**config.mk**
```make
export PLATFORM = sky130hd
export DESIGN_NAME = ckdp_top
export DESIGN_NICKNAME = d
export VERILOG_FILES = /design/src/ckdp_pkg.sv /design/src/ckdp_pin_sync.sv /design/src/ckdp_divider.sv /design/src/ckdp_top.sv
export VERILOG_INCLUDE_DIRS = /design/src /design/src/src
export SDC_FILE = /design/constraint.sdc
export NUM_CORES = 1
export LEC_CHECK = 0
export BUFFER_PORTS_ARGS = -buffer_cell sky130_fd_sc_hd__buf_2
export CORE_ASPECT_RATIO = 0.75
export CORE_MARGIN = 4
export CORE_UTILIZATION = 28
export CTS_CLUSTER_DIAMETER = 200
export DETAILED_ROUTE_END_ITERATION = 10
export REMOVE_ABC_BUFFERS = 1
export SYNTH_ARGS = -nofsm -noshare
export SYNTH_HDL_FRONTEND = slang
export SYNTH_SLANG_ARGS = --single-unit
```
**constraint.sdc**
```tcl
create_clock -name core_clk_i -period 3.08 [get_ports core_clk_i]
set_input_delay 0.616 -clock core_clk_i [delete_from_list [all_inputs] [get_ports core_clk_i]]
set_output_delay 0.616 -clock core_clk_i [all_outputs]
set_load 0.02 [all_outputs]
```
**src/ckdp_cfg.svh**
```systemverilog
/*
  Constants for the sample clock divider, duty cycle stabilizer and power
  state control: register offsets, field positions, reset values, timing.
  Assumes inclusion by bare name from design files; definitions only.
*/
`ifndef CKDP_CFG_SVH
`define CKDP_CFG_SVH

// ****************************************
// register offsets (13-bit serial port address space)
// ****************************************
`define CKDP_ADDR_DCS_CTRL   13'h009
`define CKDP_ADDR_DIV_RATIO  13'h00B
`define CKDP_ADDR_PWR_CTRL   13'h0F0
`define CKDP_ADDR_ALIGN_CTRL 13'h100
`define CKDP_ADDR_STATUS     13'h102

// ****************************************
// field positions
// ****************************************
`define CKDP_DCS_EN_BIT        0
`define CKDP_ALIGN_EN_BIT      1
`define CKDP_ALIGN_FIRST_BIT   2
`define CKDP_PWR_DOWN_BIT      0
`define CKDP_PWR_STBY_BIT      1
`define CKDP_PWR_PIN_STBY_BIT  5

// ****************************************
// reset values
// ****************************************
`define CKDP_RST_DCS_CTRL   8'h01
`define CKDP_RST_ALIGN_CTRL 8'h00
`define CKDP_RST_DIV_RATIO  4'h2
`define CKDP_RST_PWR_CTRL   8'h00

// ****************************************
// divider limits and rates
// ****************************************
`define CKDP_RATIO_MIN   4'h2
`define CKDP_RATIO_MAX   4'h8
`define CKDP_CLK_KHZ     200000
`define CKDP_DCS_MIN_KHZ 20000

// ****************************************
// timing
// ****************************************
`define CKDP_CLK_PERIOD_PS 5000
`define CKDP_DCS_LOCK_NS   1500
`define CKDP_RECHARGE_NS   2000
`define CKDP_STBY_WAKE_NS  200
`define CKDP_DCS_LOCK_CYC ((`CKDP_DCS_LOCK_NS*1000+`CKDP_CLK_PERIOD_PS-1)/`CKDP_CLK_PERIOD_PS)
`define CKDP_RECHARGE_CYC ((`CKDP_RECHARGE_NS*1000+`CKDP_CLK_PERIOD_PS-1)/`CKDP_CLK_PERIOD_PS)
`define CKDP_STBY_WAKE_CYC ((`CKDP_STBY_WAKE_NS*1000+`CKDP_CLK_PERIOD_PS-1)/`CKDP_CLK_PERIOD_PS)

`endif

```
**src/ckdp_pkg.sv**
```systemverilog
/*
  Types for the clock divider and power control block.
  Assumes nothing beyond a SystemVerilog compiler.
*/
package ckdp_pkg;

  // power state, one-hot
  typedef enum logic [3:0] {
    PWR_RUN  = 4'b0001,
    PWR_STBY = 4'b0010,
    PWR_DOWN = 4'b0100,
    PWR_WAKE = 4'b1000
  } ckdp_pwr_e;

  // stabilizer loop state, one-hot
  typedef enum logic [2:0] {
    DCS_OFF  = 3'b001,
    DCS_ACQ  = 3'b010,
    DCS_LOCK = 3'b100
  } ckdp_dcs_e;

endpackage

```
**src/ckdp_pin_sync.sv**
```systemverilog
/*
  Three-stage synchroniser for one pin with an agreement filter.
  Assumes the pin is asynchronous to core_clk_i.
*/
`timescale 1ns/1ps
module ckdp_pin_sync (
  // clock and reset
  input wire logic core_clk_i,
  input wire logic sys_rst_i,
  // pin and filtered level
  input wire logic pin_i,
  output logic level_o
);

  logic s1_reg;
  logic s2_reg;
  logic s3_reg;

  // s1 feeds only s2
  always_ff @(posedge core_clk_i) begin
    if (sys_rst_i) begin
      s1_reg <= 1'b0;
      s2_reg <= 1'b0;
      s3_reg <= 1'b0;
    end else begin
      s1_reg <= pin_i;
      s2_reg <= s1_reg;
      s3_reg <= s2_reg;
    end
  end

  // a change counts once stages two and three agree
  always_ff @(posedge core_clk_i) begin
    if (sys_rst_i) begin
      level_o <= 1'b0;
    end else if (s2_reg == s3_reg) begin
      level_o <= s3_reg;
    end
  end

endmodule

```
**src/ckdp_divider.sv**
```systemverilog
/*
  Integer divider of the sample clock producing the conversion clock.
  Assumes ratio_i already lies within 2..8 and align_i is a one-cycle pulse.
*/
`timescale 1ns/1ps
module ckdp_divider (
  // clock and reset
  input wire logic core_clk_i,
  input wire logic sys_rst_i,
  // control
  input wire logic run_i,
  input wire logic [3:0] ratio_i,
  input wire logic align_i,
  input wire logic dcs_active_i,
  // conversion clock
  output logic conv_clk_o,
  output logic fall_retime_o
);

  logic [3:0] cnt_reg;
  logic [3:0] cnt_next;
  logic [3:0] half;

  assign half = ratio_i >> 1;

  always_comb begin
    if (!run_i || align_i) begin
      cnt_next = 4'h0;
    end else if (cnt_reg >= ratio_i - 4'h1) begin
      cnt_next = 4'h0;
    end else begin
      cnt_next = cnt_reg + 4'h1;
    end
  end

  always_ff @(posedge core_clk_i) begin
    if (sys_rst_i) begin
      cnt_reg <= 4'h0;
      conv_clk_o <= 1'b0;
      fall_retime_o <= 1'b0;
    end else begin
      cnt_reg <= cnt_next;
      // even ratios give equal high and low counts
      conv_clk_o <= run_i && (cnt_next < half);
      // odd ratio: falling edge moved half an input cycle later
      fall_retime_o <= run_i && dcs_active_i && ratio_i[0] && (cnt_next == half);
    end
  end

endmodule

```
**src/ckdp_top.sv**
```systemverilog
/*
  Clock path and power state control of the converter: sample clock
  divider with alignment, duty cycle stabilizer control and lock tracking,
  power-down and standby sequencing, and the serial port registers.
  Assumes core_clk_i is the undivided sample clock, the serial port engine
  outside hands in decoded byte accesses, and all pins are asynchronous.
*/
`timescale 1ns/1ps
`include "ckdp_cfg.svh"
module ckdp_top (
  // clock and reset
  input wire logic core_clk_i,
  input wire logic sys_rst_i,
  // decoded serial port access
  input wire logic reg_wr_i,
  input wire logic reg_rd_i,
  input wire logic [12:0] reg_addr_i,
  input wire logic [7:0] reg_wdata_i,
  output logic [7:0] reg_rdata_o,
  output logic reg_rvalid_o,
  // configuration pins
  input wire logic serial_mode_pin_i,
  input wire logic stabilizer_select_pin_i,
  input wire logic power_down_pin_i,
  input wire logic align_pin_i,
  // conversion clock
  output logic conv_clk_o,
  output logic fall_retime_o,
  // stabilizer status
  output logic dcs_active_o,
  output logic dcs_locked_o,
  // power control
  output logic power_down_o,
  output logic standby_o,
  output logic ref_pwr_o,
  output logic bias_pwr_o,
  output logic clk_pwr_o,
  output logic data_drv_en_o,
  output logic ready_o
);

  // ****************************************
  // constants
  // ****************************************
  localparam logic [8:0] LOCK_CYC = 9'(`CKDP_DCS_LOCK_CYC);
  localparam logic [9:0] RECHARGE_CYC = 10'(`CKDP_RECHARGE_CYC);
  localparam logic [9:0] STBY_WAKE_CYC = 10'(`CKDP_STBY_WAKE_CYC);
  localparam int PIN_CNT = 4;

  // ****************************************
  // declarations
  // ****************************************
  logic [PIN_CNT-1:0] pin_raw;
  logic [PIN_CNT-1:0] pin_lvl;
  logic serial_mode;
  logic stab_sel;
  logic pd_pin;
  logic align_lvl;
  logic align_lvl_d_reg;
  logic align_edge;
  logic realign;

  logic [7:0] dcs_ctrl_reg;
  logic [7:0] align_ctrl_reg;
  logic [7:0] pwr_ctrl_reg;
  logic [3:0] div_ratio_reg;
  logic [3:0] ratio_wr;
  logic align_armed_reg;

  logic wr_dcs;
  logic wr_align;
  logic wr_pwr;
  logic wr_div;

  logic dcs_en;
  logic rate_ok;
  logic clk_running;
  logic dcs_want;
  logic [3:0] ratio_seen_reg;
  logic ratio_changed;
  ckdp_pkg::ckdp_dcs_e dcs_state_reg;
  ckdp_pkg::ckdp_dcs_e dcs_state_next;
  logic [8:0] lock_cnt_reg;

  logic pd_req;
  logic sb_req;
  ckdp_pkg::ckdp_pwr_e pwr_state_reg;
  ckdp_pkg::ckdp_pwr_e pwr_state_next;
  logic [9:0] wake_cnt_reg;

  logic [7:0] status;
  logic [7:0] rdata_next;

  // ****************************************
  // pin synchronisers
  // ****************************************
  assign pin_raw = {align_pin_i, power_down_pin_i, stabilizer_select_pin_i, serial_mode_pin_i};

  genvar gi;
  generate
    for (gi = 0; gi < PIN_CNT; gi = gi + 1) begin : g_pin
      ckdp_pin_sync u_sync (
        .core_clk_i(core_clk_i),
        .sys_rst_i(sys_rst_i),
        .pin_i(pin_raw[gi]),
        .level_o(pin_lvl[gi])
      );
    end
  endgenerate

  assign serial_mode = pin_lvl[0];
  assign stab_sel = pin_lvl[1];
  assign pd_pin = pin_lvl[2];
  assign align_lvl = pin_lvl[3];

  // ****************************************
  // register write decode
  // ****************************************
  assign wr_dcs = reg_wr_i && (reg_addr_i == `CKDP_ADDR_DCS_CTRL);
  assign wr_align = reg_wr_i && (reg_addr_i == `CKDP_ADDR_ALIGN_CTRL);
  assign wr_pwr = reg_wr_i && (reg_addr_i == `CKDP_ADDR_PWR_CTRL);
  assign wr_div = reg_wr_i && (reg_addr_i == `CKDP_ADDR_DIV_RATIO);

  // out-of-range ratios are clamped, so the divider never sees 0, 1 or >8
  always_comb begin
    if (reg_wdata_i[3:0] < `CKDP_RATIO_MIN) begin
      ratio_wr = `CKDP_RATIO_MIN;
    end else if (reg_wdata_i[3:0] > `CKDP_RATIO_MAX || reg_wdata_i[7:4] != 4'h0) begin
      ratio_wr = `CKDP_RATIO_MAX;
    end else begin
      ratio_wr = reg_wdata_i[3:0];
    end
  end

  // stabilizer control, enabled out of reset
  always_ff @(posedge core_clk_i) begin
    if (sys_rst_i) begin
      dcs_ctrl_reg <= `CKDP_RST_DCS_CTRL;
    end else if (wr_dcs) begin
      dcs_ctrl_reg <= reg_wdata_i;
    end
  end

  // divide ratio
  always_ff @(posedge core_clk_i) begin
    if (sys_rst_i) begin
      div_ratio_reg <= `CKDP_RST_DIV_RATIO;
    end else if (wr_div) begin
      div_ratio_reg <= ratio_wr;
    end
  end

  // power mode and pin function
  always_ff @(posedge core_clk_i) begin
    if (sys_rst_i) begin
      pwr_ctrl_reg <= `CKDP_RST_PWR_CTRL;
    end else if (wr_pwr) begin
      pwr_ctrl_reg <= reg_wdata_i;
    end
  end

  // alignment control
  always_ff @(posedge core_clk_i) begin
    if (sys_rst_i) begin
      align_ctrl_reg <= `CKDP_RST_ALIGN_CTRL;
    end else if (wr_align) begin
      align_ctrl_reg <= reg_wdata_i;
    end
  end

  // ****************************************
  // alignment
  // ****************************************
  // edge found on the undivided clock, divider restarts next edge
  always_ff @(posedge core_clk_i) begin
    if (sys_rst_i) begin
      align_lvl_d_reg <= 1'b0;
    end else begin
      align_lvl_d_reg <= align_lvl;
    end
  end

  assign align_edge = align_lvl && !align_lvl_d_reg;

  // every pulse, or only the first after the write
  assign realign = align_edge && clk_running &&
                   align_ctrl_reg[`CKDP_ALIGN_EN_BIT] &&
                   (!align_ctrl_reg[`CKDP_ALIGN_FIRST_BIT] || align_armed_reg);

  // a write in the same cycle as a consumed pulse re-arms: the write wins
  always_ff @(posedge core_clk_i) begin
    if (sys_rst_i) begin
      align_armed_reg <= 1'b0;
    end else if (wr_align) begin
      align_armed_reg <= 1'b1;
    end else if (realign && align_ctrl_reg[`CKDP_ALIGN_FIRST_BIT]) begin
      align_armed_reg <= 1'b0;
    end
  end

  // ****************************************
  // divider
  // ****************************************
  ckdp_divider u_div (
    .core_clk_i(core_clk_i),
    .sys_rst_i(sys_rst_i),
    .run_i(clk_running),
    .ratio_i(div_ratio_reg),
    .align_i(realign),
    .dcs_active_i(dcs_state_next == ckdp_pkg::DCS_LOCK),
    .conv_clk_o(conv_clk_o),
    .fall_retime_o(fall_retime_o)
  );

  // ****************************************
  // duty cycle stabilizer
  // ****************************************
  // pin mode follows the select pin, serial mode the register
  assign dcs_en = serial_mode ? dcs_ctrl_reg[`CKDP_DCS_EN_BIT] : stab_sel;

  // conversion rate must reach the loop's lower limit
  assign rate_ok = (`CKDP_CLK_KHZ >= `CKDP_DCS_MIN_KHZ * int'(div_ratio_reg));
  assign clk_running = (pwr_state_reg == ckdp_pkg::PWR_RUN) ||
                       (pwr_state_reg == ckdp_pkg::PWR_WAKE);
  assign dcs_want = dcs_en && rate_ok && clk_running;

  // a ratio change is a frequency change seen by the loop
  always_ff @(posedge core_clk_i) begin
    if (sys_rst_i) begin
      ratio_seen_reg <= `CKDP_RST_DIV_RATIO;
    end else begin
      ratio_seen_reg <= div_ratio_reg;
    end
  end

  assign ratio_changed = ratio_seen_reg != div_ratio_reg;

  always_comb begin
    dcs_state_next = dcs_state_reg;
    case (dcs_state_reg)
      ckdp_pkg::DCS_OFF: begin
        if (dcs_want) begin
          dcs_state_next = ckdp_pkg::DCS_ACQ;
        end
      end
      ckdp_pkg::DCS_ACQ: begin
        if (!dcs_want) begin
          dcs_state_next = ckdp_pkg::DCS_OFF;
        end else if (!ratio_changed && lock_cnt_reg >= LOCK_CYC - 9'h001) begin
          dcs_state_next = ckdp_pkg::DCS_LOCK;
        end
      end
      ckdp_pkg::DCS_LOCK: begin
        if (!dcs_want) begin
          dcs_state_next = ckdp_pkg::DCS_OFF;
        end else if (ratio_changed) begin
          dcs_state_next = ckdp_pkg::DCS_ACQ; // relock after rate change
        end
      end
      default: begin
        dcs_state_next = ckdp_pkg::DCS_OFF;
      end
    endcase
  end

  always_ff @(posedge core_clk_i) begin
    if (sys_rst_i) begin
      dcs_state_reg <= ckdp_pkg::DCS_OFF;
    end else begin
      dcs_state_reg <= dcs_state_next;
    end
  end

  // lock wait counter; restarts on any rate change
  always_ff @(posedge core_clk_i) begin
    if (sys_rst_i) begin
      lock_cnt_reg <= 9'h000;
    end else if (dcs_state_reg != ckdp_pkg::DCS_ACQ || ratio_changed) begin
      lock_cnt_reg <= 9'h000;
    end else if (lock_cnt_reg != LOCK_CYC) begin
      lock_cnt_reg <= lock_cnt_reg + 9'h001;
    end
  end

  // retiming only while locked, otherwise bypassed
  always_ff @(posedge core_clk_i) begin
    if (sys_rst_i) begin
      dcs_active_o <= 1'b0;
      dcs_locked_o <= 1'b0;
    end else begin
      dcs_active_o <= dcs_state_next == ckdp_pkg::DCS_LOCK;
      dcs_locked_o <= dcs_state_next == ckdp_pkg::DCS_LOCK;
    end
  end

  // ****************************************
  // power state
  // ****************************************
  // pin mode: pin alone; serial mode: register or pin per its function
  always_comb begin
    if (!serial_mode) begin
      pd_req = pd_pin;
      sb_req = 1'b0;
    end else begin
      pd_req = pwr_ctrl_reg[`CKDP_PWR_DOWN_BIT] ||
               (pd_pin && !pwr_ctrl_reg[`CKDP_PWR_PIN_STBY_BIT]);
      sb_req = pwr_ctrl_reg[`CKDP_PWR_STBY_BIT] ||
               (pd_pin && pwr_ctrl_reg[`CKDP_PWR_PIN_STBY_BIT]);
    end
  end

  always_comb begin
    pwr_state_next = pwr_state_reg;
    case (pwr_state_reg)
      ckdp_pkg::PWR_RUN: begin
        if (pd_req) begin
          pwr_state_next = ckdp_pkg::PWR_DOWN;
        end else if (sb_req) begin
          pwr_state_next = ckdp_pkg::PWR_STBY;
        end
      end
      ckdp_pkg::PWR_STBY: begin
        if (pd_req) begin
          pwr_state_next = ckdp_pkg::PWR_DOWN;
        end else if (!sb_req) begin
          pwr_state_next = ckdp_pkg::PWR_WAKE;
        end
      end
      ckdp_pkg::PWR_DOWN: begin
        if (!pd_req && sb_req) begin
          pwr_state_next = ckdp_pkg::PWR_STBY;
        end else if (!pd_req) begin
          pwr_state_next = ckdp_pkg::PWR_WAKE; // pin low returns
        end
      end
      ckdp_pkg::PWR_WAKE: begin
        if (pd_req) begin
          pwr_state_next = ckdp_pkg::PWR_DOWN;
        end else if (sb_req) begin
          pwr_state_next = ckdp_pkg::PWR_STBY;
        end else if (wake_cnt_reg == 10'h000) begin
          pwr_state_next = ckdp_pkg::PWR_RUN;
        end
      end
      default: begin
        pwr_state_next = ckdp_pkg::PWR_RUN;
      end
    endcase
  end

  always_ff @(posedge core_clk_i) begin
    if (sys_rst_i) begin
      pwr_state_reg <= ckdp_pkg::PWR_RUN;
    end else begin
      pwr_state_reg <= pwr_state_next;
    end
  end

  // recharge wait; standby keeps the reference up so its wait is shorter
  always_ff @(posedge core_clk_i) begin
    if (sys_rst_i) begin
      wake_cnt_reg <= 10'h000;
    end else if (pwr_state_reg == ckdp_pkg::PWR_DOWN) begin
      wake_cnt_reg <= RECHARGE_CYC - 10'h001;
    end else if (pwr_state_reg == ckdp_pkg::PWR_STBY) begin
      wake_cnt_reg <= STBY_WAKE_CYC - 10'h001;
    end else if (wake_cnt_reg != 10'h000) begin
      wake_cnt_reg <= wake_cnt_reg - 10'h001;
    end
  end

  // supplies and drivers follow the next state
  always_ff @(posedge core_clk_i) begin
    if (sys_rst_i) begin
      power_down_o <= 1'b0;
      standby_o <= 1'b0;
      ref_pwr_o <= 1'b1;
      bias_pwr_o <= 1'b1;
      clk_pwr_o <= 1'b1;
      data_drv_en_o <= 1'b1;
      ready_o <= 1'b1;
    end else begin
      power_down_o <= pwr_state_next == ckdp_pkg::PWR_DOWN;
      standby_o <= pwr_state_next == ckdp_pkg::PWR_STBY;
      ref_pwr_o <= pwr_state_next != ckdp_pkg::PWR_DOWN;
      bias_pwr_o <= pwr_state_next == ckdp_pkg::PWR_RUN ||
                    pwr_state_next == ckdp_pkg::PWR_WAKE;
      clk_pwr_o <= pwr_state_next == ckdp_pkg::PWR_RUN ||
                   pwr_state_next == ckdp_pkg::PWR_WAKE;
      // drivers stay high-Z until the capacitors have recharged
      data_drv_en_o <= pwr_state_next == ckdp_pkg::PWR_RUN;
      ready_o <= pwr_state_next == ckdp_pkg::PWR_RUN;
    end
  end

  // ****************************************
  // register read
  // ****************************************
  assign status = {1'b0,
                   !rate_ok,
                   pwr_state_reg == ckdp_pkg::PWR_WAKE,
                   align_armed_reg,
                   pwr_state_reg == ckdp_pkg::PWR_STBY,
                   pwr_state_reg == ckdp_pkg::PWR_DOWN,
                   dcs_en,
                   dcs_state_reg == ckdp_pkg::DCS_LOCK};

  // unmapped addresses read as zero
  always_comb begin
    if (reg_addr_i == `CKDP_ADDR_DCS_CTRL) begin
      rdata_next = dcs_ctrl_reg;
    end else if (reg_addr_i == `CKDP_ADDR_DIV_RATIO) begin
      rdata_next = {4'h0, div_ratio_reg};
    end else if (reg_addr_i == `CKDP_ADDR_PWR_CTRL) begin
      rdata_next = pwr_ctrl_reg;
    end else if (reg_addr_i == `CKDP_ADDR_ALIGN_CTRL) begin
      rdata_next = align_ctrl_reg;
    end else if (reg_addr_i == `CKDP_ADDR_STATUS) begin
      rdata_next = status;
    end else begin
      rdata_next = 8'h00;
    end
  end

  always_ff @(posedge core_clk_i) begin
    if (sys_rst_i) begin
      reg_rdata_o <= 8'h00;
      reg_rvalid_o <= 1'b0;
    end else begin
      reg_rvalid_o <= reg_rd_i;
      if (reg_rd_i) begin
        reg_rdata_o <= rdata_next;
      end
    end
  end

endmodule

```
# == Word level (Yosys, flattened, before mapping) ==
# Cells that the tools add are included.
# totals
ff_bits,97
latchBits,0
mem_bits_rw,0
mem_bits_ro,0
input_bits,29
output_inout_bits,20
wordCells,153
n_memories,0
# classes
n_addsub,4
multipliers,1
div,0
n_lt_le_gt_ge,6
n_eq_ne,26
n_shift,0
n_mux,33
bitwise,0
reduce_logical,43
# op_table
cell,count
4-bit 2-to-1 mux,13
8-bit 2-to-1 mux,4
9-bit 2-to-1 mux,3
"13-bit by 4-bit equality test with 1-bit output, second input constant",2
"13-bit by 9-bit equality test with 1-bit output, second input constant",2
"18-bit by 19-bit >= comparator with 1-bit output, first input constant",1
1-bit logical AND,19
4-bit case mux with 4 select lines,1
3-bit 2-to-1 mux,5
"10-bit by 4-bit multiplier with 14-bit output, first input constant",1
"13-bit by 8-bit equality test with 1-bit output, second input constant",1
10-bit zero test,1
10-bit nonzero test,1
"10-bit by 1-bit subtractor with 10-bit output, second input constant",1
"9-bit by 1-bit adder with 9-bit output, second input constant",1
"9-bit >= comparator, second input constant",1
"9-bit != test, second input constant",1
3-bit case mux with 3 select lines,1
"4-bit by 1-bit equality test with 1-bit output, second input constant",2
"4-bit by 2-bit equality test with 1-bit output, second input constant",2
"4-bit by 3-bit equality test with 1-bit output, second input constant",2
"4-bit equality test, second input constant",2
1-bit logical OR,8
1-bit zero test,7
other kinds (21),31

# == Depth between registers and ports, before layout ==
# Gate-level depths: netlist of run 1.
# depth
depth_word,10
mapped_depth,15
depth_no_buf,14

# == Modules after synthesis ==
# A second synthesis of run 1 with hierarchy kept.
# unflattened
hier_cells,546
hier_area_um2,4884.7
# by_module_without_submodules
mod,n_inst,cells_each,area_per_inst_um2
ckdp_top,1,461,4000.1
ckdp_pin_sync,4,10,112.6
ckdp_divider,1,45,434.2

# == Worst setup path after synthesis of run 1 ==
# Ideal clock, no wire load.
# synth_path
path_kind,flip-flop to flip-flop
from,reg div_ratio_reg[2]
to,reg u_div.fall_retime_o
t_arrival_ns,2.956
t_required_ns,2.984
setup_slack_ns,0.028
path_stages_with_launch,14
n_path_buf,1
period_less_slack_ns,3.052
path_cell_list,dfxtp_1 -> clkbuf_1 -> inv_1 -> ha_1 -> ha_1 -> ha_1 -> inv_1 -> fa_1 -> nand2b_1 -> a21oi_1 -> xnor2_1 -> a31oi_1 -> o21bai_1 -> nor4b_1
# synth_via
elab_chain_cells,10
word_cells_on_any_way,22
# synth_lines
item,line_no,text
start: declaration,ckdp_top.sv:66,logic [3:0] div_ratio_reg;
start signal: assignment,ckdp_top.sv:147,div_ratio_reg <= `CKDP_RST_DIV_RATIO;
start signal: assignment,ckdp_top.sv:149,div_ratio_reg <= ratio_wr;
10-bit by 4-bit multiplier with 14-bit output (no line) or 4-bit != test (tied branches),n/a,
18-bit by 19-bit >= comparator with 1-bit output (no line) or 1-bit zero test (tied branches),n/a,
"1-bit logical AND, on equally long branches","ckdp_top.sv:225, ckdp_top.sv:249",
1-bit logical AND or 3-bit 2-to-1 mux (tied branches),"ckdp_top.sv:225, ckdp_top.sv:249",
"3-bit 2-to-1 mux, on equally long branches","ckdp_top.sv:254, ckdp_top.sv:242, ckdp_top.sv:247",
3-bit case mux with 3 select lines,ckdp_top.sv:240,case (dcs_state_reg)
3-bit equality test,ckdp_top.sv:210,".dcs_active_i(dcs_state_next == ckdp_pkg::DCS_LOCK),"
1-bit logical AND (2 in series),ckdp_divider.sv:46,fall_retime_o <= run_i && dcs_active_i && ratio_i[0] && (cnt_next == half);
1-bit logical AND *,ckdp_divider.sv:46,
end signal: assignment,ckdp_divider.sv:46,
end: declaration,ckdp_divider.sv:17,output logic fall_retime_o
# Mark *: on every way between the ends. The rest lies on a longest branch, timed or not.
# A chain may end at the register's enable or synchronous reset.

# == Worst setup path in the final report of run 1 ==
# layout_path
from,reg div_ratio_reg[1]
to,reg u_div.fall_retime_o
# Same word-level chain as after synthesis.

==> flow_summary.rst, run 1 <==
.. list-table::
   :header-rows: 1

   * - Metric
     - Value
   * - Detail Route Antenna Nets
     - 0
   * - Number of setup violations in the final report
     - 0
   * - Antenna violations before repair
     - 0
   * - Post-layout minimum cycle time
     - around 2900 ps
   * - RR Endpoint
     - u_div.fall_retime_o$_SDFF_PP0_
   * - CTS clk-pin slew, worst paths
     - around 70 ps
   * - DR pass1 iterations
     - 5
   * - Launching element type of the critical path
     - register
   * - Net switching power
     - roughly 0.00092 W
   * - Largest area contributor in the synthesized netlist
     - sky130_fd_sc_hd__dfxtp_1
   * - Proportion of netlist area held by the largest area contributor
     - between 30% and 40%
   * - Least-Margin Pin Slew
     - roughly 990 ps
   * - Number of standard cells in the final layout excluding fillers
     - 822
   * - Max-slew headroom
     - about a third
   * - Residual overflow from global routing
     - 0
   * - Total die area
     - roughly 20,000 um^2
   * - TritonCTS clock tree
     - built
   * - Fmax
     - ~350 MHz
   * - Critical path arrival
     - 3130 ps
   * - Hold violation total from the final report
     - 0
   * - Final clock skew
     - around 10 ps
   * - Worst Min Path Start
     - g_pin[1].u_sync.s1_reg$_SDFF_PP0_
   * - DIE HEIGHT
     - 122 um
   * - Netlist Area Pre-Place
     - around 4900 um^2
   * - Maximum clock insertion buffer count
     - 2
   * - Inst Count DP
     - roughly 810
   * - Pins over their slew limit
     - 0
   * - Most numerous cell types in the synthesized netlist
     - sky130_fd_sc_hd__dfxtp_1 (97), sky130_fd_sc_hd__nor2_1 (58), sky130_fd_sc_hd__nand2_1 (52)
   * - Via count of the first global-routing pass
     - between 3,000 and 4,000
   * - Initial drt markers
     - about 270
   * - Uppermost metal layer occupied by signal nets
     - met4
   * - Internal power consumption
     - between 0.002 and 0.0025 W
   * - Area after DPL
     - 5360 um^2
   * - CTS H-tree lvls
     - 3
   * - Die outline width
     - around 160 um
   * - Syn Inst Count
     - approximately 560
   * - Proportion of power drawn by flip-flops and latches
     - a little under half
   * - Distinct cell type count of the synthesized netlist
     - 62
   * - Final Worst Setup Slack
     - ~200 ps
   * - Routed via count divided by cell count
     - approximately 4.8
   * - Share of synthesized area occupied by flip-flops and latches
     - 39.9%
   * - Number of port buffers
     - 48
   * - Skew-Pair Late Insertion Delay
     - ~350 ps
   * - Class of the most critical setup path
     - reg2reg
   * - Number of buffers added to fix hold violations after cts
     - 0
   * - Wire length of the first global-routing pass
     - approximately 19,000 um
   * - Most frequently used flop master after synthesis
     - sky130_fd_sc_hd__dfxtp_1
   * - Number of flops mapped to enable cells by yosys
     - 0
   * - Net switching fraction of the power
     - slightly below 30%
   * - Number of resized instances in the post-cts repair step
     - 0
   * - Syn-to-layout area delta
     - 16.2%
   * - Vias
     - 3,938
   * - Largest net degree at the start of global routing
     - 33
   * - Post-placement worst setup slack
     - between 40 and 50 ps
   * - Clk network pwr share
     - roughly 34%
   * - Post-CTS repair timing setup buffer count
     - 0
   * - RR Startpoint
     - div_ratio_reg[1]$_SDFFE_PP1P_
   * - Post-route cell area
     - roughly 5600 um^2
   * - Met2 WL
     - around 4500 um
   * - Syn avg cell area
     - about 9 um^2
   * - Detailed Place HPWL
     - ~8600 um
   * - Cells on Worst Hold Path
     - 1
   * - Terminating pin of the worst hold path
     - g_pin[1].u_sync.s2_reg$_SDFF_PP0_
   * - Met1 Wirelength
     - 6250 um
   * - DRC violations left
     - 0
   * - Number of top-level pins
     - just under 50
   * - Finished Core Util
     - between 30% and 40%
   * - WP data required
     - 3330 ps
   * - Number of flip-flops and latches in the synthesized netlist
     - 97
   * - Maximum vdd drop
     - between 0.2 and 0.25 mV
   * - Area of the placeable core
     - about 17,000 um^2
   * - Ratio of final minimum period to clock period
     - between 90 and 100%
   * - Fraction of layout instances using a drive strength above 1
     - between 10% and 20%
   * - Setup repair after global routing missed its margin
     - false
   * - Cts bufs inserted
     - 9
   * - Setup TNS
     - 0 ps
   * - Total length of routed met3 wires
     - 605 um
   * - # rows
     - 41
   * - Number of flip-flops under the largest register name
     - 10
   * - Initial standard-cell utilization of the core
     - 28.7%
   * - Total global routing track utilization
     - 12.2%
   * - Sum of routed wire length over all layers
     - roughly 11,000 um
   * - Lkg Pwr
     - around 2.1 nW
   * - Routed length per instance
     - 13.9 um
   * - Async set-reset flop share out of synthesis
     - 0%
   * - Cell depth of the worst flop-to-flop path
     - 10
   * - Logic pwr share
     - between 20 and 25%
   * - Synthesis Warnings
     - 0
   * - Nets
     - ~670
   * - Antenna fix cells
     - 0
   * - P per Cell Area
     - ~550 nW/um^2
   * - Class of the tightest hold or removal check
     - reg2reg
   * - Worst Path Max Fanout
     - 6
   * - Global placer's final weighted congestion
     - between 0.8 and 0.9
   * - Worst setup EP type
     - register
   * - Most instantiated library cell after synthesis
     - sky130_fd_sc_hd__dfxtp_1
   * - Sink Count
     - 97
   * - Root buf cell
     - sky130_fd_sc_hd__clkbuf_16
   * - Number of maximum-capacitance violations
     - 0
   * - Setup slack of the most critical reg-to-reg path
     - ~200 ps
   * - Result of the run
     - finished clean
   * - Number of fillers in the final layout
     - approximately 1,800
   * - Largest cells by area after synthesis
     - sky130_fd_sc_hd__dfxtp_1 (40%), sky130_fd_sc_hd__ha_1 (8.0%), sky130_fd_sc_hd__nor2_1 (4.5%)
cell type report:
| cell class | count | area (um^2) | area share [%] |
|---|---|---|---|
| clock inverters | 5 | 41.3 | 0.731 |
| well taps | 215 | 269 | 4.76 |
| repair buffers | 64 | 360 | 6.38 |
| inverters | 19 | 71.3 | 1.26 |
| multi-input cells | 412 | 2720 | 48.2 |
| clock buffers | 10 | 239 | 4.23 |
| flip-flops and latches | 97 | 1950 | 34.5 |
worst max-delay path by stage:
stage                             startpoint                             end  slack, ps
2_1_floorplan  div_ratio_reg[1]$_SDFFE_PP1P_  u_div.fall_retime_o$_SDFF_PP0_         90
3_3_place_gp   div_ratio_reg[1]$_SDFFE_PP1P_  u_div.fall_retime_o$_SDFF_PP0_        150
3_5_place_dp   div_ratio_reg[1]$_SDFFE_PP1P_  u_div.fall_retime_o$_SDFF_PP0_         50
4_1_cts        div_ratio_reg[1]$_SDFFE_PP1P_  u_div.fall_retime_o$_SDFF_PP0_          9
5_1_grt        div_ratio_reg[1]$_SDFFE_PP1P_  u_div.fall_retime_o$_SDFF_PP0_         10
6_report       div_ratio_reg[1]$_SDFFE_PP1P_  u_div.fall_retime_o$_SDFF_PP0_        200
kinds of logic after synthesis:
family	synth area share (%)
and+or+nand+nor	25.5
adders and majority gates	9.21
AOI/OAI and AO/OA	13.4
buffers and inverters	4.25
muxes	2.91
xor gates and xnor gates	4.86
DFF	39.9
layout by cell type (no fill, tap or decap), drive strengths merged, types with 3 or more instances in the layout:
cell type  Yosys  routed
dfxtp         97      97
buf            6      64
nor2          58      58
nand2         52      52
a21oi         39      39
ha            31      31
o21ai         26      26
nand3         22      22
inv           19      20
nor2b         19      19
nor3          19      19
xnor2         17      17
mux2i         13      13
xor2          10      10
clkbuf        22      10
nor4           9       9
nand2b         8       8
or3            8       8
nand3b         7       7
a22oi          6       6
a211oi         5       5
a31oi          5       5
o21bai         5       5
nor4b          5       5
nand4          4       4
nand4b         3       3
a311oi         3       3
fa             3       3
or4b           3       3
and2           3       3
or2            3       3
power by group through the flow:
stage / Sequential (W) / Clock, W / Combinational, W
floorplan: 0.00144 / 0 / 0.000461
global placement: 0.00144 / 0 / 0.000634
detailed placement: 0.00144 / 0 / 0.000643
CTS: 0.00141 / 0.00111 / 0.000650
global route: 0.00142 / 0.00115 / 0.000727
finish: 0.00141 / 0.00107 / 0.000641
routing by layer:
| layer | GRT usage, % | up-vias |
|---|---|---|
| li1 | - | 2035 |
| met3 | 3.35 | 10 |
| met2 | 16.5 | 88 |
| met4 | 3.39 | 0 |
| met1 | 18.5 | 1805 |
| met5 | 0 | - |
worst max-delay path, stage by stage, from the launching register on:
cell and delay [ps]:
sky130_fd_sc_hd__dfxtp_4 370, sky130_fd_sc_hd__fa_1 470, sky130_fd_sc_hd__ha_1 310, sky130_fd_sc_hd__inv_1 60, sky130_fd_sc_hd__fa_1 450, sky130_fd_sc_hd__nand2b_1 200
sky130_fd_sc_hd__a21oi_2 180, sky130_fd_sc_hd__xnor2_1 80, sky130_fd_sc_hd__a31oi_1 210, sky130_fd_sc_hd__o21bai_2 150, sky130_fd_sc_hd__nor4b_1 300
through the flow:
| step | hold slack, ps | total power, W |
|---|---|---|
| 3_3_place_gp | 417 | 0.00207 |
| 5_1_grt | 453 | 0.00330 |
| 2_1_floorplan | 414 | 0.00190 |
| 6_report | 435 | 0.00312 |
| 3_5_place_dp | 424 | 0.00208 |
| 4_1_cts | 440 | 0.00317 |
Power figures use the tool's default switching activity.
==> run 2: changes to the inputs <==
--- a/config.mk
+++ b/config.mk
@@ -7,11 +7,14 @@
 export NUM_CORES = 1
 export LEC_CHECK = 0
 export BUFFER_PORTS_ARGS = -buffer_cell sky130_fd_sc_hd__buf_2
+export CELL_PAD_IN_SITES_DETAIL_PLACEMENT = 2
+export CELL_PAD_IN_SITES_GLOBAL_PLACEMENT = 2
 export CORE_ASPECT_RATIO = 0.75
 export CORE_MARGIN = 4
 export CORE_UTILIZATION = 28
 export CTS_CLUSTER_DIAMETER = 200
 export DETAILED_ROUTE_END_ITERATION = 10
+export PLACE_DENSITY_LB_ADDON = 0.1
 export REMOVE_ABC_BUFFERS = 1
 export SYNTH_ARGS = -nofsm -noshare
 export SYNTH_HDL_FRONTEND = slang
==> flow_summary.rst, run 2 (synthesized netlist as in run 1, its figures left out) <==
.. list-table::
   :header-rows: 1

   * - Metric
     - Value
   * - Max-slew headroom
     - 32.8% (-0.31 points)
   * - Launching element type of the critical path
     - register
   * - Total global routing track utilization
     - 15.9% (+3.8 points)
   * - Ratio of final minimum period to clock period
     - 95.3% (+1.9 points)
   * - Routed via count divided by cell count
     - 5.04 (+5.2%)
   * - Maximum clock insertion buffer count
     - 2 (unchanged)
   * - Fraction of layout instances using a drive strength above 1
     - 16.3% (+0.47 points)
   * - Net switching fraction of the power
     - 30.7% (+1.1 points)
   * - Design Power
     - 0.00317 W (+1.4%)
   * - Internal power consumption
     - 0.00220 W (-0.19%)
   * - Initial drt markers
     - 171 (-36%)
   * - Detailed Place HPWL
     - 11,500 um (+34%)
   * - Number of top-level pins
     - 49 (unchanged)
   * - Finished Core Util
     - 33.5% (+0.089 points)
   * - Skew-Pair Late Insertion Delay
     - 350 ps (about the same)
   * - Inst Count DP
     - 807 (unchanged)
   * - Vias
     - 4,149 (+5.4%)
   * - P per Cell Area
     - 559 nW/um^2 (+1.2%)
   * - Clk network pwr share
     - 33.9% (-0.5 points)
   * - Area of the placeable core
     - 16,900 um^2 (unchanged)
   * - Lkg Pwr
     - 2.09 nW (-0.10%)
   * - Result of the run
     - finished clean
   * - Antenna violations before repair
     - 0 (unchanged)
   * - Pins over their slew limit
     - 0 (unchanged)
   * - Antenna fix cells
     - 0 (unchanged)
   * - Proportion of power drawn by flip-flops and latches
     - 44.5% (-0.6 points)
   * - Number of setup violations in the final report
     - 0 (unchanged)
   * - Number of flip-flops under the largest register name
     - 10 (unchanged)
   * - Maximum vdd drop
     - 0.248 mV (about the same)
   * - Critical path arrival
     - 3210 ps (+80 ps)
   * - Worst-path cell with the longest stage delay
     - sky130_fd_sc_hd__dfxtp_4
   * - Net switching power
     - 0.000971 W (+5.4%)
   * - Total die area
     - 19,600 um^2 (unchanged)
   * - Logic pwr share
     - 21.6% (+1.1 points)
   * - Number of port buffers
     - 48 (unchanged)
   * - Number of buffers added to fix hold violations after cts
     - 0 (unchanged)
   * - Area after DPL
     - 5360 um^2 (unchanged)
   * - Series of cell instances along the critical path
     - inv_1 -> ha_1 -> ha_1 -> ha_1 -> inv_1 -> fa_1 -> nand2b_1 -> a21oi_2 -> xnor2_1 -> a31oi_2 -> o21bai_2 -> o21bai_1
   * - WP data required
     - 3360 ps (+30 ps)
   * - Global placer's final weighted congestion
     - 0.801 (-2.3%)
   * - Die outline width
     - 160 um (unchanged)
   * - DIE HEIGHT
     - 122 um (unchanged)
   * - Worst Path Max Fanout
     - 6 (unchanged)
   * - Number of standard cells in the final layout excluding fillers
     - 823 (+0.12%)
   * - Fmax
     - 341 MHz (-2.0%)
   * - Worst setup EP type
     - register
   * - Post-layout minimum cycle time
     - 2940 ps (+57.4 ps)
   * - TritonCTS clock tree
     - built
   * - # rows
     - 41 (unchanged)
   * - CTS H-tree lvls
     - 3 (unchanged)
   * - Delay of the slowest critical-path stage
     - 390 ps (-80 ps)
   * - Root buf cell
     - sky130_fd_sc_hd__clkbuf_16
   * - Final clock skew
     - 7.65 ps (-2.56 ps)
   * - Most Frequent Cell on Critical Path
     - sky130_fd_sc_hd__ha_1
   * - Nets
     - 666 (unchanged)
   * - Residual overflow from global routing
     - 0 (unchanged)
   * - Class of the most critical setup path
     - reg2reg
   * - Most common cell after layout, fill and taps aside
     - sky130_fd_sc_hd__dfxtp_1
   * - Least-Margin Pin Slew
     - 998 ps (+4.58 ps)
   * - Via count of the first global-routing pass
     - 4,389 (+20%)
   * - Hold violation total from the final report
     - 0 (unchanged)
   * - Initial standard-cell utilization of the core
     - 28.7% (unchanged)
   * - DR pass1 iterations
     - 4 (-1)
   * - Routed length per instance
     - 18.3 um (+32%)
   * - CTS clk-pin slew, worst paths
     - 70 ps (about the same)
   * - Sink Count
     - 97 (unchanged)
   * - Class of the tightest hold or removal check
     - reg2reg
   * - Syn-to-layout area delta
     - 16.5%
   * - Number of maximum-capacitance violations
     - 0 (unchanged)
   * - Detail Route Antenna Nets
     - 0 (unchanged)
   * - Post-route cell area
     - 5660 um^2 (+0.27%)
   * - Commonest cells after routing, fill and taps aside
     - sky130_fd_sc_hd__dfxtp_1 (95), sky130_fd_sc_hd__nor2_1 (58), sky130_fd_sc_hd__nand2_1 (52)
   * - DRC violations left
     - 0 (unchanged)
   * - Largest net degree at the start of global routing
     - 33 (unchanged)
   * - Cts bufs inserted
     - 9 (unchanged)
   * - Sum of routed wire length over all layers
     - 15,100 um (+32%)
   * - Wire length of the first global-routing pass
     - 24,500 um (+29%)
   * - Number of fillers in the final layout
     - 1,932 (+8.2%)
==> run 2: area by class of cell <==
cell class,instances,area (um^2),area share [%]
Tap cell,215,269,4.75
Clock buffer,11,233,4.11
Inverter,19,71.3,1.26
Clock inverter,5,41.3,0.729
Multi-Input combinational cell,412,2740,48.4
Timing Repair Buffer,64,360,6.36
Sequential cell,97,1950,34.4
==> run 2: timing repair <==
| action | in CTS | in global routing |
|---|---|---|
| endpoints found under the setup margin | 6 | 5 |
| endpoints found under the hold margin | 0 | 0 |
| gates resized for setup | 4 | 5 |
| pin swaps | 0 | 3 |
| buffers inserted | 0 | 0 |
==> run 2: per-stage QoR <==
step | TNS, ps | hold WS [ps] | worst slack (ps)
floorplan | 0 | 414 | 86.8
global placement | 0 | 419 | 92.8
detailed placement | -428 | 427 | -155
CTS | 0 | 445 | 45.2
global route | -22.3 | 467 | -22.3
finish | 0 | 442 | 144
==> run 2: worst max-delay path: cells and delay by family (launching register included) <==
kind | cells | cell delay (ps)
AND/OR/NAND/NOR | 1 | 190
adder cells (fa/ha/maj) | 4 | 1180
AO/OA/AOI/OAI | 4 | 750
buffers and inverters | 2 | 160
flip-flops | 1 | 390
XOR/XNOR | 1 | 180
==> run 2: power by group through the flow <==
| stage | Sequential (W) | Clock [W] | Combinational [W] |
|---|---|---|---|
| 4_1_cts | 0.00141 | 0.00112 | 0.000691 |
| 2_1_floorplan | 0.00144 | 0 | 0.000461 |
| 5_1_grt | 0.00143 | 0.00117 | 0.000784 |
| 3_5_place_dp | 0.00144 | 0 | 0.000682 |
| 3_3_place_gp | 0.00144 | 0 | 0.000669 |
| 6_report | 0.00141 | 0.00107 | 0.000685 |
==> run 2: worst paths after layout <==
path	slack (ps)	cells after the start	endpoint	start
worst max-delay path	140	12	dcs_state_reg[0]$_SDFF_PP1_	div_ratio_reg[1]$_SDFFE_PP1P_
worst min-delay path	440	1	g_pin[3].u_sync.s2_reg$_SDFF_PP0_	g_pin[3].u_sync.s1_reg$_SDFF_PP0_
worst max register to register	140	12	dcs_state_reg[0]$_SDFF_PP1_	div_ratio_reg[1]$_SDFFE_PP1P_
worst min register to register	440	1	g_pin[3].u_sync.s2_reg$_SDFF_PP0_	g_pin[3].u_sync.s1_reg$_SDFF_PP0_
==> run 2: metal layers <==
layer	routed length (um)	GRT usage, %	share of wire, %	vias up
met5	0	0	0	-
met4	172	4.19	1.1	0
met3	384	3.15	2.5	14
met2	6360	24.0	42	50
met1	8180	23.3	54	2051
li1	-	-	-	2034
